### src/core/conv_link_defs.svh
`ifndef CONV_LINK_DEFS_SVH
`define CONV_LINK_DEFS_SVH

// ****************************************************************
// Widths
// ****************************************************************
`define CODE_W            8
`define MUX_W             4

// ****************************************************************
// Timing (system clock is 100 MHz)
// ****************************************************************
`define CLK_PERIOD_NS     10
// Clock and select both high for this long clears the link
`define RESET_HOLD_NS     50
// Least time, so round up to whole cycles
`define RESET_HOLD_CYC    ((`RESET_HOLD_NS + `CLK_PERIOD_NS - 1) / `CLK_PERIOD_NS)

// ****************************************************************
// Serial sequence counts
// ****************************************************************
// Falling edges that end the 1.5 period sampling window
`define SAMPLE_FALLS      4'h2
// One extra period on the four and single channel variants
`define SAMPLE_FALLS_EXT  4'h3
// Address bits after the start bit
`define ADDR_BITS_FOUR    4'h3
`define ADDR_BITS_EIGHT   4'h4
// Index of the last bit of a stream
`define LAST_BIT          4'h7
// LSB-first stream finished
`define LSB_DONE          4'h8
// Longest conversion in link clock periods
`define CONV_PERIODS      4'h8
`define ZERO_CODE         8'h00

`endif

### src/core/conv_link_pkg.sv
package conv_link_pkg;

	// Link sequence states
	typedef enum logic [2:0]
	{
		ST_IDLE   = 3'b000,
		ST_ADDR   = 3'b001,
		ST_SAMPLE = 3'b010,
		ST_MSB    = 3'b011,
		ST_LSB    = 3'b100,
		ST_TAIL   = 3'b101
	} conv_state_e;

	// Device variant strap
	typedef enum logic [1:0]
	{
		VAR_SINGLE = 2'b00,
		VAR_FOUR   = 2'b01,
		VAR_EIGHT  = 2'b10
	} variant_e;

endpackage

### src/core/sar_result.sv
`timescale 1ns/1ps
`include "conv_link_defs.svh"

module sar_result
(
	input  wire logic                 clk,
	input  wire logic                 rst_n,
	input  wire logic                 capture,
	input  wire logic [`CODE_W-1:0]   ain_pos,
	input  wire logic [`CODE_W-1:0]   ain_neg,
	output logic      [`CODE_W-1:0]   code
);

	// ****************************************************************
	// Conversion result
	// ****************************************************************
	logic [`CODE_W-1:0] code_reg;   // Held result
	logic [`CODE_W-1:0] code_next;  // Next result

	// Difference of the inputs, all zeros when minus is not below plus
	always_comb
	begin
		code_next = code_reg;
		if (capture)
		begin
			if (ain_neg >= ain_pos)
				code_next = `ZERO_CODE;
			else
				code_next = ain_pos - ain_neg;
		end
	end

	// Register the result
	always_ff @(posedge clk or negedge rst_n)
	begin
		if (!rst_n)
			code_reg <= `ZERO_CODE;
		else
			code_reg <= code_next;
	end

	assign code = code_reg;

endmodule

### src/core/conv_link.sv
// Functional notes
// - Conversion finishes within eight clock periods
// - Four and single channel add sampling period
// - Clock and select high together resets
// - Data-in sampled on rising clock edge
// - Data-out changes after falling clock edge
// - Select high floats data-out and busy flag
// - Minus at or above plus gives zero
// - Shift request high holds LSB on output (eight channel only)
// - Single channel outputs MSB first only
// - Skip leading zeros, start bit, address
// - After sampling raise busy, leading zero
// - Auto LSB-first stream, then hold low
`timescale 1ns/1ps
`include "conv_link_defs.svh"

module conv_link
(
	input  wire logic                       CLK,
	input  wire logic                       RESETN,
	input  wire logic                       CS_N,
	input  wire logic                       SCLK,
	input  wire logic                       DI,
	input  wire logic                       LSB_SHIFT_REQUEST_N,
	input  wire conv_link_pkg::variant_e    VARIANT,
	input  wire logic [`CODE_W-1:0]         AIN_POS,
	input  wire logic [`CODE_W-1:0]         AIN_NEG,
	output logic                            DO_O,
	output logic                            DO_OE_N,
	output logic                            CONVERSION_IN_PROGRESS_FLAG_O,
	output logic                            CONVERSION_IN_PROGRESS_FLAG_OE_N,
	output logic [`MUX_W-1:0]               MUX_ADDR
);
	import conv_link_pkg::*;
	// ****************************************************************
	// Reset release
	// ****************************************************************
	logic rst_meta_reg;  // First release stage
	logic rst_n;         // Released reset copy

	// Two stage release, only the second stage reads the first
	always_ff @(posedge CLK or negedge RESETN)
	begin
		if (!RESETN)
			{rst_n, rst_meta_reg} <= 2'b00;
		else
			{rst_n, rst_meta_reg} <= {rst_meta_reg, 1'b1};
	end

	// ****************************************************************
	// Link state
	// ****************************************************************
	conv_state_e        state_reg, state_next;     // Sequence state
	logic               sclk_reg, sclk_next;       // Previous link clock
	logic               started_reg, started_next; // Start bit seen
	logic [3:0]         cnt_reg, cnt_next;         // Bit and edge count
	logic [2:0]         hold_reg, hold_next;       // Reset hold count
	logic [`MUX_W-1:0]  mux_reg, mux_next;         // Address word
	logic               do_reg, do_next;           // Data-out level
	logic               do_oe_n_reg, do_oe_n_next; // Data-out enable
	logic               busy_reg, busy_next;       // Busy flag level
	logic               busy_oe_n_reg, busy_oe_n_next;
	logic               capture;                   // Take the result
	logic [`CODE_W-1:0] code;                      // Held result
	logic               rise;                      // Link clock rose
	logic               fall;                      // Link clock fell
	logic [3:0]         addr_bits;                 // Address length
	logic [3:0]         samp_falls;                // Sampling length
	logic               hold_done;                 // Reset interval met

	assign rise = SCLK & ~sclk_reg;
	assign fall = ~SCLK & sclk_reg;
	assign hold_done = (hold_reg == 3'(`RESET_HOLD_CYC));
	// Variant dependent lengths, no address word on single channel
	assign addr_bits  = (VARIANT == VAR_EIGHT) ? `ADDR_BITS_EIGHT
		: (VARIANT == VAR_FOUR) ? `ADDR_BITS_FOUR : 4'h0;
	// Only the eight channel lacks the extra sampling period
	assign samp_falls = (VARIANT == VAR_EIGHT) ? `SAMPLE_FALLS
		: `SAMPLE_FALLS_EXT;

	// Next values of the link sequence
	always_comb
	begin
		state_next     = state_reg;
		sclk_next      = SCLK;
		started_next   = started_reg;
		cnt_next       = cnt_reg;
		hold_next      = 3'h0;
		mux_next       = mux_reg;
		do_next        = do_reg;
		do_oe_n_next   = do_oe_n_reg;
		busy_next      = busy_reg;
		busy_oe_n_next = busy_oe_n_reg;
		capture        = 1'b0;
		if (CS_N)
		begin
			// Select high floats both outputs
			do_oe_n_next   = 1'b1;
			busy_oe_n_next = 1'b1;
			// Count clock and select high together
			if (SCLK && !hold_done)
				hold_next = hold_reg + 3'h1;
			else if (SCLK)
				hold_next = hold_reg;
			if (hold_done)
			begin
				// Interval met: clear internal state
				state_next   = ST_IDLE;
				started_next = 1'b0;
				cnt_next     = 4'h0;
				mux_next     = '0;
				do_next      = 1'b0;
				busy_next    = 1'b0;
			end
		end
		else
		begin
			case (state_reg)
				// Select low opens the address phase
				ST_IDLE: state_next = ST_ADDR;
				ST_ADDR:
				begin
					// Data-in taken on rising edges
					if (rise && !started_reg && DI)
					begin
						// First one is the start bit
						started_next = 1'b1;
						cnt_next     = 4'h0;
						if (addr_bits == 4'h0)
							state_next = ST_SAMPLE;
					end
					else if (rise && started_reg)
					begin
						// Address bits after the start bit
						mux_next = {mux_reg[`MUX_W-2:0], DI};
						cnt_next = cnt_reg + 4'h1;
						if (cnt_reg + 4'h1 == addr_bits)
						begin
							state_next = ST_SAMPLE;
							cnt_next   = 4'h0;
						end
					end
				end
				ST_SAMPLE:
				begin
					// Sampling window counted in falling edges
					if (fall)
					begin
						cnt_next = cnt_reg + 4'h1;
						if (cnt_reg + 4'h1 == samp_falls)
						begin
							// Busy high, output leaves float
							busy_next      = 1'b1;
							busy_oe_n_next = 1'b0;
							do_next        = 1'b0;
							do_oe_n_next   = 1'b0;
							capture        = 1'b1;
							cnt_next       = 4'h0;
							state_next     = ST_MSB;
						end
					end
				end
				ST_MSB:
				begin
					// MSB first, one bit per falling edge
					if (fall && busy_reg && cnt_reg <= `LAST_BIT)
					begin
						do_next  = code[3'(`LAST_BIT - cnt_reg)];
						cnt_next = cnt_reg + 4'h1;
					end
					else if (rise && cnt_reg == `CONV_PERIODS)
					begin
						// Busy ends half a period after the LSB
						busy_next  = 1'b0;
						cnt_next   = 4'h1;
						state_next = ST_LSB;
					end
				end
				ST_LSB:
				begin
					// Single channel keeps the LSB, no second stream
					if (VARIANT == VAR_SINGLE)
						do_next = do_reg;
					else if (fall && (VARIANT == VAR_FOUR
						|| !LSB_SHIFT_REQUEST_N))
					begin
						if (cnt_reg == `LSB_DONE)
						begin
							// Stream done, hold low
							do_next    = 1'b0;
							state_next = ST_TAIL;
						end
						else
						begin
							do_next  = code[3'(cnt_reg)];
							cnt_next = cnt_reg + 4'h1;
						end
					end
				end
				// Data-out stays low until select rises
				ST_TAIL: do_next = 1'b0;
				default: state_next = ST_IDLE;
			endcase
		end
	end

	// Register the link state
	always_ff @(posedge CLK or negedge rst_n)
	begin
		if (!rst_n)
		begin
			state_reg     <= ST_IDLE;
			sclk_reg      <= 1'b0;
			started_reg   <= 1'b0;
			cnt_reg       <= 4'h0;
			hold_reg      <= 3'h0;
			mux_reg       <= '0;
			do_reg        <= 1'b0;
			do_oe_n_reg   <= 1'b1;
			busy_reg      <= 1'b0;
			busy_oe_n_reg <= 1'b1;
		end
		else
		begin
			state_reg     <= state_next;
			sclk_reg      <= sclk_next;
			started_reg   <= started_next;
			cnt_reg       <= cnt_next;
			hold_reg      <= hold_next;
			mux_reg       <= mux_next;
			do_reg        <= do_next;
			do_oe_n_reg   <= do_oe_n_next;
			busy_reg      <= busy_next;
			busy_oe_n_reg <= busy_oe_n_next;
		end
	end

	// ****************************************************************
	// Result capture
	// ****************************************************************
	sar_result u_result
	(
		.clk     (CLK),
		.rst_n   (rst_n),
		.capture (capture),
		.ain_pos (AIN_POS),
		.ain_neg (AIN_NEG),
		.code    (code)
	);

	assign DO_O                             = do_reg;
	assign DO_OE_N                          = do_oe_n_reg;
	assign CONVERSION_IN_PROGRESS_FLAG_O    = busy_reg;
	assign CONVERSION_IN_PROGRESS_FLAG_OE_N = busy_oe_n_reg;
	assign MUX_ADDR                         = mux_reg;

	logic [3:0] busy_falls_reg;  // Falling edges while busy
	always_ff @(posedge CLK or negedge rst_n)
	begin
		if (!rst_n)
			busy_falls_reg <= 4'h0;
		else if (!busy_reg)
			busy_falls_reg <= 4'h0;
		else if (fall && busy_falls_reg != 4'hf)
			busy_falls_reg <= busy_falls_reg + 4'h1;
	end
endmodule

### config.mk
export PLATFORM = sky130hd
export DESIGN_NAME = conv_link
export DESIGN_NICKNAME = d
export VERILOG_FILES = /design/src/core/conv_link_pkg.sv /design/src/core/sar_result.sv /design/src/core/conv_link.sv
export VERILOG_INCLUDE_DIRS = /design/src /design/src/core
export SDC_FILE = /design/constraint.sdc
export NUM_CORES = 1
export LEC_CHECK = 0
export BUFFER_PORTS_ARGS = -buffer_cell sky130_fd_sc_hd__buf_4
export CAP_MARGIN = 0
export CORE_MARGIN = 3
export CORE_UTILIZATION = 30
export DETAILED_ROUTE_END_ITERATION = 8
export HOLD_SLACK_MARGIN = 0.12
export SKIP_LAST_GASP = 1
export SLEW_MARGIN = 20
export SYNTH_ARGS = -nofsm -noshare
export SYNTH_HDL_FRONTEND = slang
export SYNTH_SLANG_ARGS = --single-unit
### constraint.sdc
create_clock -name CLK -period 2.35 [get_ports CLK]
set_input_delay 0.3525 -clock CLK [delete_from_list [all_inputs] [get_ports CLK]]
set_output_delay 0.3525 -clock CLK [all_outputs]
set_load 0.005 [all_outputs]
==> results of run 1 <==
-- final cells by class --
class,instances,share of cell area
multi-input combinational,191,0.509
clock inverter,1,0.0110
tap,96,0.0441
clock buffer,7,0.0317
sequential,29,0.267
timing repair buffer,41,0.114
inverter,17,0.0234
-- cells in the mapped netlist (5+ instances only) --
master	count
xnor2_1	5
nor3_1	6
nor2b_1	5
nand3_1	8
inv_1	17
a21oi_1	8
nand2_1	33
a22o_1	8
ha_1	16
dfrtp_1	28
o21ai_0	17
nor2_1	16
-- power by group through the flow --
stage               combinational (mW)  clock [mW]  sequential (mW)
CTS                              0.820       0.555            0.753
global route                     0.933       0.575            0.779
global placement                 0.804           0            0.757
finish                           0.817       0.532            0.754
floorplan                        0.683           0            0.678
detailed placement               0.812           0            0.763
-- per-layer routing --
layer  up-vias  share of wire  track usage
met5         -              0            0
met4         0          0.016       0.0532
met3         8          0.041       0.0219
met2        51           0.44        0.197
met1       893           0.50        0.172
li1        970              -            -
-- stage by stage --
| step | hold WS (ps) | power (mW) |
|---|---|---|
| after global routing | 209 | 2.29 |
| after global placement | 137 | 1.56 |
| final | 213 | 2.10 |
| after detailed placement | 137 | 1.58 |
| after floorplan | 56.9 | 1.36 |
| after CTS | 201 | 2.13 |
-- worst max-delay path, delay by kind of cell, from the launching register on --
family          cells  cell delay [ps]
compound gates      2              490
xor+xnor            1              200
simple gates        3              710
flops               1              410
fa+ha+maj           1              270
-- worst paths after layout --
path | slack (ps) | from | to | cells past startpoint
max | 180 | cnt_reg[1] | state_reg[1] | 7
min | 210 | SCLK | sclk_reg | 1
max reg2reg | 180 | cnt_reg[1] | state_reg[1] | 7
min reg2reg | 230 | rst_n | CONVERSION_IN_PROGRESS_FLAG_O | 0
max in group asynchronous | 1430 | rst_n | CONVERSION_IN_PROGRESS_FLAG_OE_N | 1
min in group asynchronous | 230 | rst_n | CONVERSION_IN_PROGRESS_FLAG_O | 0
-- logic make-up after synthesis --
kind of cell    after synthesis  synth area share
compound gates               64             0.204
simple gates                 96             0.231
mux                           5            0.0512
flops                        29             0.323
other cells                   1           0.00167
xor+xnor                      8            0.0312
buf+inv                      27            0.0596
fa+ha+maj                    17            0.0980
-- timing repair --
item                                   in CTS  in global routing
hold buffers                                1                  0
buffers inserted                            0                  0
endpoints found under the hold margin       2                  0
==> out/qor.txt, run 1 <==
CP Class = register to register
Max Root-Sink Buffers = 2
Clock slew at reported path FFs = 70 ps
Final Max Tran Viols = 0
Part of the power in the clock network = 0.253
First-pass GRT wire length = 8830 microns
Hpwl dp = 3870 microns
Pre-CTS WS = -54.0 ps
Clock sink count = 29
Status = finished, final reports clean
CP endpoint kind = register
Synth Flop Type = dfrtp_1
RSZ-0062 raised after global routing = false
Synth top area share = 0.312
Period utilization = 0.924
DR WL/cell = 12.9 microns
Top-level I/O count = 32
Post-synth EDFFs = 0
CP Max Fanout = 4
Final Hold Fails = 0
Power Dens Cells = 772 mW/mm^2
Ant diodes = 0
Syn avg cell area = 9.10 sq um
Least-Margin Pin Slew = 656 ps
Cts bufs inserted = 5
Maxcap violations = 0
Cells after Synth = 247
Final WS setup = 179 ps
Leakage = 1.25 nW
Final weighted congestion in routability-driven placement = 0.892
Gr usage total = 0.126
Setup violators final = 0
Layout cells sized above 1 = 0.206
Post-Syn Nets = 288
Global route overflow = 0
Cell Rows = 30
Router iterations before antenna repair = 4
H-Tree Depth = 2
Most common cell after layout, fill and taps aside = buf_4
Die area = 0.00856 sq mm
WP data arrival = 2360 ps
Nets = 326
Post-Place Cells = 373
Comb pwr share = 0.388
Crit path required time = 2540 ps
Final core occ = 0.388
Peak supply drop = 0.000308 V
Slowest stage delay, CP = 410 ps
Sw frac = 0.362
Drt via density = 5.03
Switching power total = 0.761 mW
Slowest CP cell = dfrtp_1
Initial Util = 0.320
Vias in the first global route = 1970
Distinct cells, synth = 57
CP cell instances = ha_1, xor2_1, or3_1, a31oi_2, nor3_4, or3_1, o31ai_2
Max reg flops = 8
Fillers = 713
Clock skew = 9.56 ps
Vias post-DR = 1922
Seq cells post-synth = 29
Crit-path most repeated cell = or3_1
Core Area = 0.00702 sq mm
Synth top area cells = dfrtp_1, ha_1, nand2_1, mux4_1, o21ai_0
Post-CTS sizing = 0
CTS root buf = clkbuf_8
Placed Instance Area = 0.00260 sq mm
Commonest cells after routing, fill and taps aside = buf_4, nand2_1, dfrtp_1, inv_1, o21ai_0
Ys Warns = 0
Internal Power = 1.34 mW
Largest net degree at the start of global routing = 19
Crit path time final = 2170 ps
Multi-input gate area = 0.00139 sq mm
Antenna Violating Nets Remaining = 0
Initial antenna violation count = 0
CTS tree = done
Worst skew pair latency = 280 ps
CP Launch Type = register
Worst hold path type = primary input to register
Port buffer count = 31
F_max = 461 MHz
Leading area contributor after synthesis = dfrtp_1
Design area = 0.00272 sq mm
Flop pwr share = 0.358
Chip height = 92.5 microns
Worst slew margin = 0.552
Post-route insts no fill = 382
Post-Syn Area = 0.00225 sq mm
FF/Latch Area = 727 sq um
Synth-to-Final Area Change = 21.2%
Total routed wirelength = 4930 microns
Die width = 92.5 microns
Fin Setup TNS = 0 ps
Ys async rst share = 1.00
DRT iter0 DRCs = 94
Register area share after synthesis = 0.323
DRC errors left = 0
No activity file was read; power rests on OpenSTA's default activity.
==> run 2, diff against run 1 <==
==> constraint.sdc (replaced) <==
create_clock -name CLK -period 2.35 [get_ports CLK]
set_input_delay 0.47 -clock CLK [delete_from_list [all_inputs] [get_ports CLK]]
set_output_delay 0.47 -clock CLK [all_outputs]
set_load 0.005 [all_outputs]
==> run 2 against run 1 <==
Register-to-register slack better by 20 ps. Via count rose by 0.99%. Wire length grew 0.99%. Total power up 0.77%. Largest power group unchanged.
==> out/qor.txt, run 2 (synthesized netlist as in run 1, its figures left out) <==
Buf/Inv on CP = 3 (+3)
Reg2Reg Depth = 8 (+1)
Nets = 329 (+0.92%)
Part of the power in the clock network = 0.250 (-0.003)
Setup violators final = 0 (unchanged)
Least-Margin Pin Slew = 570 ps (-85.5 ps)
Power Dens Cells = 771 mW/mm^2 (about the same)
Cts bufs inserted = 5 (unchanged)
RSZ-0062 raised after global routing = false
Delay-heaviest family, CP = compound AO/OA/AOI/OAI gates
Cell Rows = 30 (unchanged)
Met2 GRT Util = 0.193 (-0.00423)
CP cell instances = buf_4, inv_1, ha_1, inv_1, fa_1, a211oi_1, nor3_1, a2111oi_2, nor3_4, a32o_1
Peak supply drop = 0.000301 V (-2.1%)
Clock sink count = 29 (unchanged)
Switching power total = 0.763 mW (+0.37%)
Initial Util = 0.320 (unchanged)
Final Hold Fails = 0 (unchanged)
CP Launch Point = AIN_POS[0]
Grt met1 use = 0.178 (+0.00623)
F_max = 448 MHz (-2.7%)
Fillers = 725 (+1.7%)
CP Max Fanout = 8 (+4)
Slowest CP cell = a2111oi_2
First-pass GRT wire length = 8850 microns (+0.15%)
Crit path time final = 2230 ps (+61.0 ps)
Clock slew at reported path FFs = 70 ps (about the same)
Final weighted congestion in routability-driven placement = 0.886 (-0.72%)
Total routed wirelength = 4980 microns (+0.99%)
Post-Place Cells = 376 (+0.80%)
Top-level I/O count = 32 (unchanged)
Ant diodes = 0 (unchanged)
Hpwl dp = 3930 microns (+1.6%)
Port buffer count = 31 (unchanged)
Post-CTS sizing = 0 (unchanged)
R2R Setup Slk = 200 ps (+20 ps)
Leakage = 1.26 nW (+1.1%)
Internal Power = 1.36 mW (+0.99%)
WP data arrival = 2390 ps (+30 ps)
Slowest stage delay, CP = 450 ps (+40 ps)
Vias in the first global route = 1861 (-5.5%)
CTS root buf = clkbuf_8
Met3 Track Usage GR = 0.0236 (+0.00162)
DR WL/cell = 12.9 microns (+0.21%)
DRC errors left = 0 (unchanged)
Post-route insts no fill = 385 (+0.79%)
CP Class = primary input to register
CTS tree = done
Core Area = 0.00702 sq mm (unchanged)
Die area = 0.00856 sq mm (unchanged)
Sw frac = 0.360 (-0.00142)
R2r endpoint = cnt_reg[1]
Worst slew margin = 0.620 (+0.0683)
# Post-CTS Setup Buffers = 0 (unchanged)
Comb pwr share = 0.395 (+0.007)
Antenna Violating Nets Remaining = 0 (unchanged)
Crit-path most repeated cell = inv_1
Worst skew pair latency = 280 ps (about the same)
Startpoint of the worst register-to-register path = cnt_reg[1]
Max reg flops = 8 (unchanged)
Router iterations before antenna repair = 4 (unchanged)
H-Tree Depth = 2 (unchanged)
Gr usage total = 0.127 (+0.000729)
Pwr Total = 2.12 mW (+0.77%)
Final Max Tran Viols = 0 (unchanged)
Drt via density = 5.04 (+0.20%)
Final core occ = 0.391 (+0.00321)
Die width = 92.5 microns (unchanged)
Maxcap violations = 0 (unchanged)
Fin Setup TNS = 0 ps (unchanged)
Max Root-Sink Buffers = 2 (unchanged)
Worst hold path type = register to async pin
Largest net degree at the start of global routing = 19 (unchanged)
Synth-to-Final Area Change = 22.2%
Placed Instance Area = 0.00262 sq mm (+0.87%)
CP endpoint kind = register
CP Launch Type = primary input
Design area = 0.00275 sq mm (+0.83%)
Initial antenna violation count = 0 (unchanged)
Layout cells sized above 1 = 0.215 (+0.00824)
Status = finished, final reports clean
Commonest cells after routing, fill and taps aside = buf_4, nand2_1, dfrtp_1, inv_1, o21ai_0
Chip height = 92.5 microns (unchanged)
Crit path required time = 2510 ps (-30 ps)
DRT iter0 DRCs = 122 (+30%)
Grt peak-use layer = met2
Vias post-DR = 1941 (+0.99%)
Clock skew = 10.5 ps (+0.956 ps)
Period utilization = 0.950 (+0.0259)
Flop pwr share = 0.355 (-0.003)
Global route overflow = 0 (unchanged)
Most common cell after layout, fill and taps aside = buf_4
-- run 2: cell types whose count changed in the layout (fill, tap and decap cells not counted), sizes merged --
cell,previous run,this run
buf,40,43
-- run 2: worst register-to-register path, delay by kind of cell (launching register included) --
family,cells,cell delay [ps]
adders and majority gates,1,260
xor gates and xnor gates,1,210
AOI/OAI and AO/OA,4,630
buffers and inverters,1,180
and+or+nand+nor,1,340
DFF,1,410
-- run 2: layer usage --
layer  vias to the layer above  wire length (microns)
met2                        46                   2160
met3                         8                    205
li1                        972                      -
met4                         0                     81
met5                         -                      0
met1                       915                   2530
-- run 2: area by class of cell --
type	instances	area [sq um]	share of cell area
inverter	17	63.8	0.0232
tap	96	120	0.0437
timing repair buffer	44	333	0.121
multi-input combinational	191	1390	0.505
clock buffer	7	86.3	0.0314
sequential	29	727	0.265
clock inverter	1	30.0	0.0109
-- run 2: how the worst max path moves through the flow --
stage	endpoint	slack, ps	cells past startpoint
CTS	u_result.code[5]	100	10
floorplan	u_result.code[5]	20	9
finish	u_result.code[5]	120	10
detailed placement	u_result.code[5]	-180	10
global route	u_result.code[5]	20	10
global placement	u_result.code[5]	-150	10
-- run 2: power by group through the flow --
| stage | registers, mW | logic [mW] | clock network [mW] |
|---|---|---|---|
| final | 0.752 | 0.837 | 0.530 |
| after global routing | 0.782 | 0.949 | 0.575 |
| after CTS | 0.750 | 0.844 | 0.542 |
| after detailed placement | 0.759 | 0.834 | 0 |
| after global placement | 0.757 | 0.824 | 0 |
| after floorplan | 0.678 | 0.683 | 0 |
-- run 2: what timing repair did --
action	in CTS	in global routing
hold buffers	1	0
endpoints found under the setup margin	0	0
hold endpoints to repair	2	0
-- run 2: stage by stage --
stage,hold slack (ps),worst slack [ps]
4_1_cts,248,105
3_3_place_gp,247,-149
2_1_floorplan,174,23.9
5_1_grt,280,22.7
6_report,225,118
3_5_place_dp,253,-185
